File: src/bcd_port_pkg.sv
package bcd_port_pkg;

    // System clock rate and the millisecond timebase derived from it
    localparam int CLK_HZ     = 125_000_000;
    localparam int CYC_PER_MS = CLK_HZ / 1000;

    // Handshake times in milliseconds, as the reader sees them
    localparam int SETUP_MS   = 30; // Request rise to data and strobe
    localparam int VALID_MS   = 40; // Strobe high time
    localparam int OFF_MS     = 16; // Strobe fall to data release
    localparam int REPEAT_MS  = 64; // Strobe-to-strobe period while requested
    localparam int REQ_GAP_MS = 20; // Reader's least wait before a new request

    // Counter width and last-count compare values for each phase
    localparam int MS_W = 7;
    localparam logic [MS_W-1:0] SETUP_LAST = MS_W'(SETUP_MS - 1);
    localparam logic [MS_W-1:0] VALID_LAST = MS_W'(VALID_MS - 1);
    localparam logic [MS_W-1:0] OFF_LAST   = MS_W'(OFF_MS - 1);
    localparam logic [MS_W-1:0] GAP_LAST   = MS_W'(REPEAT_MS - VALID_MS - 1);
    localparam logic [MS_W-1:0] MS_ZERO    = 7'h00;

    // Six BCD digits of measurement data
    localparam int DIGITS = 6;
    localparam int DATA_W = 4 * DIGITS;
    localparam logic [DATA_W-1:0] DATA_OFF = 24'h000000;

    // Prescaler width for the millisecond tick
    localparam int TICK_W = 24;
    localparam logic [TICK_W-1:0] TICK_ZERO = 24'h000000;

    typedef enum logic [1:0] {
        ST_IDLE,
        ST_SETUP,
        ST_VALID,
        ST_GAP
    } phase_t;

    typedef struct packed {
        phase_t            phase;
        logic [MS_W-1:0]   ms_cnt;
        logic [DATA_W-1:0] data;
        logic              valid;
        logic              data_on;
        logic              req_meta;
        logic              req_sync;
        logic              req_last;
        logic              hold_meta;
        logic              hold_sync;
    } port_state_t;

    typedef struct packed {
        logic [TICK_W-1:0] cnt;
        logic              tick;
    } tick_state_t;

    localparam port_state_t PORT_RESET = '{
        phase:     ST_IDLE,
        ms_cnt:    MS_ZERO,
        data:      DATA_OFF,
        valid:     1'b0,
        data_on:   1'b0,
        req_meta:  1'b0,
        req_sync:  1'b0,
        req_last:  1'b0,
        hold_meta: 1'b0,
        hold_sync: 1'b0
    };

endpackage : bcd_port_pkg

File: src/ms_tick.sv
module ms_tick #(
    parameter int TICK_CYC = bcd_port_pkg::CYC_PER_MS
) (
    input  wire logic clk_sys,
    input  wire logic sys_rst,
    input  wire logic restart,
    output logic      tick
);

    localparam logic [bcd_port_pkg::TICK_W-1:0] TICK_TOP = bcd_port_pkg::TICK_W'(TICK_CYC - 1);

    bcd_port_pkg::tick_state_t st_reg;
    bcd_port_pkg::tick_state_t st_next;

    // Restart realigns the prescaler so phase lengths are whole milliseconds
    always_comb begin
        st_next      = st_reg;
        st_next.tick = 1'b0;
        if (restart) begin
            st_next.cnt = bcd_port_pkg::TICK_ZERO;
        end else if (st_reg.cnt == TICK_TOP) begin
            st_next.cnt  = bcd_port_pkg::TICK_ZERO;
            st_next.tick = 1'b1;
        end else begin
            st_next.cnt = st_reg.cnt + 1'b1;
        end
    end

    // State register
    always_ff @(posedge clk_sys or posedge sys_rst) begin
        if (sys_rst) begin
            st_reg <= '{cnt: bcd_port_pkg::TICK_ZERO, tick: 1'b0};
        end else begin
            st_reg <= st_next;
        end
    end

    assign tick = st_reg.tick;

    AST_TICK_SINGLE: assert property (@(posedge clk_sys) disable iff (sys_rst)
        (tick && TICK_CYC > 1) |=> !tick)
        else $error("Millisecond tick lasted more than one cycle");

endmodule : ms_tick

File: src/bcd_request_output_port.sv
module bcd_request_output_port #(
    parameter int TICK_CYC = bcd_port_pkg::CYC_PER_MS
) (
    input  wire logic                            clk_sys,
    input  wire logic                            sys_rst,
    input  wire logic                            request_in,
    input  wire logic                            hold_in,
    input  wire logic [bcd_port_pkg::DATA_W-1:0] meas_value,
    output logic      [bcd_port_pkg::DATA_W-1:0] bcd_data,
    output logic                                 data_valid,
    output logic                                 data_on
);

    bcd_port_pkg::port_state_t st_reg;
    bcd_port_pkg::port_state_t st_next;

    logic tick;
    logic restart;
    logic req_rise;

    // Millisecond timebase, realigned at the request edge
    ms_tick #(
        .TICK_CYC (TICK_CYC)
    ) u_ms_tick (
        .clk_sys (clk_sys),
        .sys_rst (sys_rst),
        .restart (restart),
        .tick    (tick)
    );

    // Edge of the synchronised request; the meta stage feeds only the sync stage
    assign req_rise = st_reg.req_sync && !st_reg.req_last;
    assign restart  = (st_reg.phase == bcd_port_pkg::ST_IDLE) && req_rise;

    // Next-state logic for the whole port
    always_comb begin
        st_next           = st_reg;
        st_next.req_meta  = request_in;
        st_next.req_sync  = st_reg.req_meta;
        st_next.req_last  = st_reg.req_sync;
        st_next.hold_meta = hold_in;
        st_next.hold_sync = st_reg.hold_meta;
        case (st_reg.phase)
            bcd_port_pkg::ST_IDLE: begin
                st_next.valid   = 1'b0;
                st_next.data_on = 1'b0;
                st_next.data    = bcd_port_pkg::DATA_OFF;
                if (req_rise) begin
                    st_next.phase  = bcd_port_pkg::ST_SETUP;
                    st_next.ms_cnt = bcd_port_pkg::MS_ZERO;
                end
            end
            bcd_port_pkg::ST_SETUP: begin
                if (tick) begin
                    if (st_reg.ms_cnt == bcd_port_pkg::SETUP_LAST) begin
                        // First value is always fresh: a held old value does not exist yet
                        st_next.data    = meas_value;
                        st_next.valid   = 1'b1;
                        st_next.data_on = 1'b1;
                        st_next.phase   = bcd_port_pkg::ST_VALID;
                        st_next.ms_cnt  = bcd_port_pkg::MS_ZERO;
                    end else begin
                        st_next.ms_cnt = st_reg.ms_cnt + 1'b1;
                    end
                end
            end
            bcd_port_pkg::ST_VALID: begin
                if (tick) begin
                    if (st_reg.ms_cnt == bcd_port_pkg::VALID_LAST) begin
                        st_next.valid  = 1'b0;
                        st_next.phase  = bcd_port_pkg::ST_GAP;
                        st_next.ms_cnt = bcd_port_pkg::MS_ZERO;
                    end else begin
                        st_next.ms_cnt = st_reg.ms_cnt + 1'b1;
                    end
                end
            end
            bcd_port_pkg::ST_GAP: begin
                if (tick) begin
                    if (!st_reg.req_sync && st_reg.ms_cnt >= bcd_port_pkg::OFF_LAST) begin
                        st_next.data_on = 1'b0;
                        st_next.data    = bcd_port_pkg::DATA_OFF;
                        st_next.phase   = bcd_port_pkg::ST_IDLE;
                        st_next.ms_cnt  = bcd_port_pkg::MS_ZERO;
                    end else if (st_reg.ms_cnt == bcd_port_pkg::GAP_LAST) begin
                        // Swap straight from old to new value; the lines never pass through zero
                        if (!st_reg.hold_sync) begin
                            st_next.data = meas_value;
                        end
                        st_next.valid  = 1'b1;
                        st_next.phase  = bcd_port_pkg::ST_VALID;
                        st_next.ms_cnt = bcd_port_pkg::MS_ZERO;
                    end else begin
                        st_next.ms_cnt = st_reg.ms_cnt + 1'b1;
                    end
                end
            end
            default: begin
                st_next = bcd_port_pkg::PORT_RESET;
            end
        endcase
    end

    // State register
    always_ff @(posedge clk_sys or posedge sys_rst) begin
        if (sys_rst) begin
            st_reg <= bcd_port_pkg::PORT_RESET;
        end else begin
            st_reg <= st_next;
        end
    end

    // Outputs come straight from the state register
    assign bcd_data   = st_reg.data;
    assign data_valid = st_reg.valid;
    assign data_on    = st_reg.data_on;

    // Checks on the handshake timing, counted in millisecond ticks, and on the data values shown

    AST_IDLE_QUIET: assert property (@(posedge clk_sys) disable iff (sys_rst)
        (st_reg.phase == bcd_port_pkg::ST_IDLE && $past(st_reg.phase) == bcd_port_pkg::ST_IDLE)
        |-> (!data_valid && !data_on && bcd_data == bcd_port_pkg::DATA_OFF))
        else $error("Output active without a request cycle");

    AST_REQ_STARTS: assert property (@(posedge clk_sys) disable iff (sys_rst)
        (st_reg.phase == bcd_port_pkg::ST_IDLE && req_rise)
        |=> (st_reg.phase == bcd_port_pkg::ST_SETUP && st_reg.ms_cnt == bcd_port_pkg::MS_ZERO))
        else $error("Request edge did not start a cycle");

    AST_SETUP_TIME: assert property (@(posedge clk_sys) disable iff (sys_rst)
        ($rose(data_valid) && $past(st_reg.phase) == bcd_port_pkg::ST_SETUP)
        |-> ($past(tick) && $past(st_reg.ms_cnt) == bcd_port_pkg::SETUP_LAST && data_on))
        else $error("Strobe did not follow the 30 ms setup");

    AST_VALID_TIME: assert property (@(posedge clk_sys) disable iff (sys_rst)
        $fell(data_valid)
        |-> ($past(tick) && $past(st_reg.ms_cnt) == bcd_port_pkg::VALID_LAST
             && st_reg.phase == bcd_port_pkg::ST_GAP))
        else $error("Strobe width not 40 ms");

    AST_DATA_RELEASE: assert property (@(posedge clk_sys) disable iff (sys_rst)
        $fell(data_on)
        |-> ($past(st_reg.phase) == bcd_port_pkg::ST_GAP
             && $past(st_reg.ms_cnt) >= bcd_port_pkg::OFF_LAST && !$past(st_reg.req_sync)
             && bcd_data == bcd_port_pkg::DATA_OFF))
        else $error("Data released early or while requested");

    AST_REPEAT_TIME: assert property (@(posedge clk_sys) disable iff (sys_rst)
        ($rose(data_valid) && $past(st_reg.phase) == bcd_port_pkg::ST_GAP)
        |-> ($past(st_reg.ms_cnt) == bcd_port_pkg::GAP_LAST && $past(st_reg.req_sync)))
        else $error("Repeat strobe not on the 64 ms period");

    AST_NO_LOW_SWAP: assert property (@(posedge clk_sys) disable iff (sys_rst)
        (st_reg.phase == bcd_port_pkg::ST_VALID || st_reg.phase == bcd_port_pkg::ST_GAP)
        |-> data_on)
        else $error("Data lines dropped during an output cycle");

    AST_HOLD_KEEPS: assert property (@(posedge clk_sys) disable iff (sys_rst)
        ($rose(data_valid) && $past(st_reg.phase) == bcd_port_pkg::ST_GAP && $past(st_reg.hold_sync))
        |-> $stable(bcd_data))
        else $error("Held value changed at a changeover");

    AST_LATCH_NEW: assert property (@(posedge clk_sys) disable iff (sys_rst)
        ($rose(data_valid) && !($past(st_reg.phase) == bcd_port_pkg::ST_GAP && $past(st_reg.hold_sync)))
        |-> (bcd_data == $past(meas_value)))
        else $error("Output cycle did not latch the measurement");

    AST_DATA_STEADY: assert property (@(posedge clk_sys) disable iff (sys_rst)
        $changed(bcd_data) |-> ($rose(data_valid) || $fell(data_on)))
        else $error("Data changed outside a cycle start or release");

    // A changeover must land on the old or the new value, with the lines still driven
    AST_SWAP_OLD_OR_NEW: assert property (@(posedge clk_sys) disable iff (sys_rst)
        ($rose(data_valid) && $past(st_reg.phase) == bcd_port_pkg::ST_GAP)
        |-> (data_on && (bcd_data == $past(bcd_data) || bcd_data == $past(meas_value))))
        else $error("Changeover showed neither the old nor the new value");

    // Nothing reaches the lines while the setup time runs
    AST_SETUP_QUIET: assert property (@(posedge clk_sys) disable iff (sys_rst)
        (st_reg.phase == bcd_port_pkg::ST_SETUP)
        |-> (!data_valid && !data_on && bcd_data == bcd_port_pkg::DATA_OFF))
        else $error("Data or strobe shown before the setup time ended");

    // Strobe level follows the phase exactly
    AST_VALID_PHASE: assert property (@(posedge clk_sys) disable iff (sys_rst)
        (st_reg.phase == bcd_port_pkg::ST_VALID) |-> (data_valid && data_on))
        else $error("Strobe or data missing in the strobe phase");

    AST_GAP_PHASE: assert property (@(posedge clk_sys) disable iff (sys_rst)
        (st_reg.phase == bcd_port_pkg::ST_GAP) |-> !data_valid)
        else $error("Strobe still high in the gap");

    // The millisecond count never runs past the last count of its phase
    AST_CNT_RANGE: assert property (@(posedge clk_sys) disable iff (sys_rst)
        (st_reg.phase == bcd_port_pkg::ST_SETUP && st_reg.ms_cnt <= bcd_port_pkg::SETUP_LAST)
        || (st_reg.phase == bcd_port_pkg::ST_VALID && st_reg.ms_cnt <= bcd_port_pkg::VALID_LAST)
        || (st_reg.phase == bcd_port_pkg::ST_GAP && st_reg.ms_cnt <= bcd_port_pkg::GAP_LAST)
        || (st_reg.phase == bcd_port_pkg::ST_IDLE && st_reg.ms_cnt == bcd_port_pkg::MS_ZERO))
        else $error("Millisecond count outside its phase range");

    // Main scenarios
    COV_FIRST_STROBE: cover property (@(posedge clk_sys) disable iff (sys_rst)
        $rose(data_valid) && $past(st_reg.phase) == bcd_port_pkg::ST_SETUP);
    COV_SINGLE: cover property (@(posedge clk_sys) disable iff (sys_rst)
        $fell(data_on));
    COV_REPEAT: cover property (@(posedge clk_sys) disable iff (sys_rst)
        $rose(data_valid) && $past(st_reg.phase) == bcd_port_pkg::ST_GAP);
    COV_HOLD_SWAP: cover property (@(posedge clk_sys) disable iff (sys_rst)
        $rose(data_valid) && $past(st_reg.phase) == bcd_port_pkg::ST_GAP && $past(st_reg.hold_sync));

endmodule : bcd_request_output_port

File: config.mk
export PLATFORM = sky130hd
export DESIGN_NAME = bcd_request_output_port
export DESIGN_NICKNAME = d
export VERILOG_FILES = /design/src/bcd_port_pkg.sv /design/src/ms_tick.sv /design/src/bcd_request_output_port.sv
export SDC_FILE = /design/constraint.sdc
export NUM_CORES = 1
export LEC_CHECK = 0
export BUFFER_PORTS_ARGS = -buffer_cell sky130_fd_sc_hd__clkbuf_2
export CORE_MARGIN = 2
export CORE_UTILIZATION = 57
export CTS_CLUSTER_DIAMETER = 60
export DETAILED_ROUTE_END_ITERATION = 8
export GPL_ROUTABILITY_DRIVEN = 0
export PLACE_DENSITY = 0.82
export SLEW_MARGIN = 20
export SYNTH_ARGS = -nofsm -noshare
export SYNTH_HDL_FRONTEND = slang
export SYNTH_SLANG_ARGS = --single-unit
File: constraint.sdc
create_clock -name clk_sys -period 2.9 [get_ports clk_sys]
set_input_delay 0.58 -clock clk_sys [delete_from_list [all_inputs] [get_ports clk_sys]]
set_output_delay 0.58 -clock clk_sys [all_outputs]
set_load 0.01 [all_outputs]
## Word level (Yosys, flattened, before mapping)

Index checks and enable logic that the tools add are counted.

| word-level totals | value |
|---|---|
| bits in registers | 65 |
| bits of input ports | 28 |
| output and inout port bits | 26 |
| logic and storage cells | 71 |

| operators by class | value |
|---|---|
| add/subtract/negate cells | 2 |
| $lt $le $gt $ge | 1 |
| equal/unequal tests | 18 |
| multiplexer cells | 26 |
| reductions and logical operators | 12 |

Operators by type and width:

| cell | count |
|---|---|
| 24-bit two-way mux | 3 |
| 24-bit one-hot mux with 3 select lines | 1 |
| 35-bit two-way mux | 2 |
| 9-bit one-hot mux with 4 select lines | 1 |
| 33-bit two-way mux | 1 |
| 26-bit two-way mux | 1 |
| 25-bit two-way mux | 1 |
| 24-bit by 1-bit adder with 24-bit output, second input constant | 1 |
| 24-bit by 17-bit equality test with 1-bit output, second input constant | 1 |
| 7-bit two-way mux | 3 |
| 9-bit two-way mux | 2 |
| 7-bit by 5-bit equality test with 1-bit output, second input constant | 2 |
| 7-bit AND reduction | 2 |
| 2-bit inequality test, second input constant | 6 |
| 7-bit by 1-bit adder with 7-bit output, second input constant | 1 |
| 7-bit by 6-bit equality test with 1-bit output, second input constant | 1 |
| 7-bit by 4-bit greater-or-equal comparator with 1-bit output, second input constant | 1 |
| 1-bit two-way mux | 6 |
| 2-bit two-way mux | 3 |
| 2-bit by 1-bit inequality test with 1-bit output, second input constant | 3 |
| 3-bit inequality test, second input constant | 2 |
| 6-bit AND reduction | 1 |
| 5-bit AND reduction | 1 |
| 2-bit equality test, second input constant | 2 |
| other kinds (8) | 11 |

## Longest topological paths before layout

| logic depth | value |
|---|---|
| word-level depth | 5 |
| mapped depth | 6 |
| gate-level depth less buffers | 5 |

## Cells and area by module

A second synthesis with hierarchy kept.

| second synthesis, totals | value |
|---|---|
| cell total of the unflattened synthesis | 332 |
| area total of the unflattened synthesis | 3349.5 sq um |

Modules (own cells, without submodules):

| module | times used | cells an instance | area each (sq um) | sequential area each (sq um) |
|---|---|---|---|---|
| bcd_request_output_port | 1 | 195 | 2069.5 | 1001.0 |
| ms_tick | 1 | 137 | 1280.0 | 625.6 |

## Worst setup path after synthesis

No wires, ideal clock.

| timing path | value |
|---|---|
| path kind | reg-to-reg |
| start point | register st_reg[31] in the netlist's numbering |
| end point | register st_reg, in the netlist bcd_data[0] |
| setup time | 79 ps |
| arrival | 1947 ps |
| data required time | 2821 ps |
| path slack | 874 ps |
| cell stages (with the launch flop) | 7 |
| buffers on the path | 1 |
| cells stage by stage | dfrtp_1 > ha_1 > and3b_1 > nand3b_2 > a2111oi_4 > buf_6 > mux2i_1 |

| on the way | value |
|---|---|
| longest elaborated chain between the ends | 5 |

RTL lines:

| what | RTL line | text |
|---|---|---|
| start: declaration | bcd_request_output_port.sv:14 | `bcd_port_pkg::port_state_t st_reg;` |
| start signal: assignment | bcd_request_output_port.sv:107 | `st_reg <= bcd_port_pkg::PORT_RESET;` |
| start signal: assignment | bcd_request_output_port.sv:109 | `st_reg <= st_next;` |
| 7-bit by 4-bit greater-or-equal comparator with 1-bit output | bcd_request_output_port.sv:80 | `if (!st_reg.req_sync && st_reg.ms_cnt >= bcd_port_pkg::OFF_LAST) begin` |
| 1-bit logical AND | bcd_request_output_port.sv:80 |  |
| 33-bit two-way mux | bcd_request_output_port.sv:80 |  |
| 35-bit two-way mux | bcd_request_output_port.sv:79 | `if (tick) begin` |
| 24-bit one-hot mux with 3 select lines | bcd_request_output_port.sv:43 | `case (st_reg.phase)` |

Parallel ways exist; a longest one is shown, timed or not. The select of a mux whose other input is x is not followed.
A chain may end at the register's enable or synchronous reset.

## Worst setup path in the final report

| timing path | value |
|---|---|
| start point | register st_reg[31] in the netlist's numbering |
| end point | register st_reg, in the netlist bcd_data[13] |

The elaborated chain is that of the path after synthesis.

==> results.cfg <==
[clocking]
cts.htree.levels = 3
numCtsBuffers = 9
postCtsResizedCells = 0
cts_tree = built
cts-root-buf = clkbuf_8
post_cts_buffers = 0
clkTransAtPathRegs_ns = 0.07
cts_hold_buf = 0
clockBufferDepth = 2
insertion_delay_ns = 0.34
cts.sink_count = 65

[worst_setup_path]
worst_setup_path_start_kind = register
arrival_ns = 2.47
cp_cell_sequence = ha_1, and3b_1, nand3b_2, a2111oi_4, buf_4, mux2i_1
rr_worst_depth = 6
slowest_stage = buf_4
end_kind = register
crit_required_ns = 3.16
path_max_fanout = 24
max_stage_delay_ns = 0.43
criticalPathCategory = reg -> reg

[floorplanning]
coreArea_um2 = 5890
die_w_um = 82.0
dieArea_um2 = 6730
start_util_pct = 59.0
die_h_um = 82.0
io_pins = 54
std_cell_rows = 28

[finish]
antenna_cells = 0
drive_gt1_share_pct = 21.6
post-route-util_pct = 64.1
areaGrowthSynthToFinish_pct = 8.62
nets = 415

[grt]
grt_start_max_net_pins = 66
grt_usage_pct = 21.4
first_global_vias = 2479
grt_first_pass_wirelength_mm = 11.0
antenna_found_initial = 0
grt-ovfl-total = 0

[logic_synthesis]
synth_edf_count = 0
syn_area_um2 = 3470
synth.avg_cell_area_um2 = 9.78
syn-num-nets = 386
postSynth.asyncResetShare_pct = 100
synth-seq-cells = 65
yosys_warnings = 0
ys_types = 52
synth_flop_cell = dfrtp_1
syn_inst = 355
synth_seq_area_share_pct = 46.9

[run]
cap_violations = 0

[power_and_ir_drop]
power.density_nw_per_um2 = 735
leakage_nw = 1.75
p_total_mw = 2.77
ir_worst_vdd_mv = 0.399

[timing]
relSlewSlack_pct = 46.5
fin_skew_ns = 0.00736
period_share_pct = 76.4
setup_viol = 0
finalHoldViolCount = 0
setup-tns-final_ns = 0
rsz0062_at_grt = no
tightest_slew_ns = 0.802
worst_slack_ns = 0.683
period_minus_slack_ns = 2.22
finalMaxSlewViolations = 0
max_freq_mhz = 451

[drt]
avgViaCountPerCell = 5.67
firstDrtPassIters = 4
drt_iter0_markers = 147
vias = 2629
routedWlPerCell_um = 14.5
ant_nets = 0
drt-total-wl_mm = 6.73
drc = 0

[place]
dpl.hpwl_mm = 4.65
dp_slack_ns = 0.731
port_buffers = 53

[hold_path]
hold_path_depth = 1
min_path_type = in -> reg

[status]
outcome = complete, no violations
-- placed cells by master, fill, tap and decap left out, types with 5 or more instances in the layout --
cell type / count
inv_1: 34
nor2_1: 20
xor2_1: 6
nor3_1: 9
a21oi_1: 16
dfrtp_1: 65
nand4_1: 6
nand2_1: 36
a211oi_1: 5
clkbuf_8: 11
o21ai_0: 10
mux2i_1: 24
or3_1: 8
xnor2_1: 7
nand3_1: 9
clkbuf_2: 53
-- path summary, 6_finish.rpt --
kind | to | start | slack [ns]
max | bcd_data[13] | st_reg[31] | 0.68
min | st_next[3] | request_in | 0.34
max reg2reg | bcd_data[13] | st_reg[31] | 0.68
min reg2reg | st_next[2] | st_next[3] | 0.35
max in group asynchronous | st_reg[35] | sys_rst | 1.92
min in group asynchronous | bcd_data[6] | sys_rst | 0.44
-- worst max-delay path: cells and delay by family, from the launching register on --
| family | cells | cell delay (ns) |
|---|---|---|
| buffers and inverters | 1 | 0.43 |
| DFF | 1 | 0.42 |
| and+or+nand+nor | 2 | 0.40 |
| AOI/OAI and AO/OA | 1 | 0.35 |
| muxes | 1 | 0.27 |
| adders and majority gates | 1 | 0.26 |
-- where the power goes --
| group | internal, mW | switching [mW] |
|---|---|---|
| Combinational | 0.332 | 0.458 |
| Sequential | 1.13 | 0.175 |
| Clock | 0.353 | 0.327 |
| Total | 1.81 | 0.961 |
-- routing by layer --
metal / part of all wire (%) / up-vias / wire length, um / track usage, %
li1: - / 1265 / - / -
met1: 44 / 1255 / 2990 / 27.2
met2: 46 / 90 / 3080 / 34.8
met3: 6.9 / 19 / 465 / 3.52
met4: 2.8 / 0 / 188 / 11.8
met5: 0 / - / 0 / 0
-- Yosys cell counts (5+ instances only) --
cell type  count  share of area, %
nand4_1        6               1.1
clkbuf_1       7              0.76
a21oi_1       16               2.3
nor3_1         9               1.3
nor2_1        20               2.2
buf_4         26               5.6
dfrtp_1       65                47
xnor2_1        7               1.8
or3_1          8               1.4
nand3_1        9               1.3
o21ai_0       10               1.4
nand2_1       36               3.9
inv_1         35               3.8
a211oi_1       5               1.1
xor2_1         6               1.5
mux2i_1       24               6.9
-- cells by family (layout without fill, tap and decap cells) --
group | count (synthesis) | after routing | synth area share [%]
compound gates | 55 | 55 | 11.7
mux | 24 | 24 | 6.92
fa+ha+maj | 3 | 3 | 1.08
simple gates | 121 | 121 | 18.8
xor+xnor | 13 | 13 | 3.28
buf+inv | 74 | 108 | 11.4
flops | 65 | 65 | 46.9
-- through the flow --
stage	instances	hold slack, ns	instance area, um2
after floorplan	355	0.331	3470
after global placement	448	0.332	3600
after detailed placement	448	0.335	3600
after CTS	464	0.330	3770
after global routing	464	0.337	3770
final	464	0.342	3770
-- area by class of cell --
type	instances	area, um2
fill	464	2120
sequential	65	1630
multi-input combinational	216	1450
timing repair buffer	57	295
clock buffer	13	159
inverter	35	131
tap	75	93.8
clock inverter	3	15.0
Note: power is estimated with default switching activity, not from simulation.
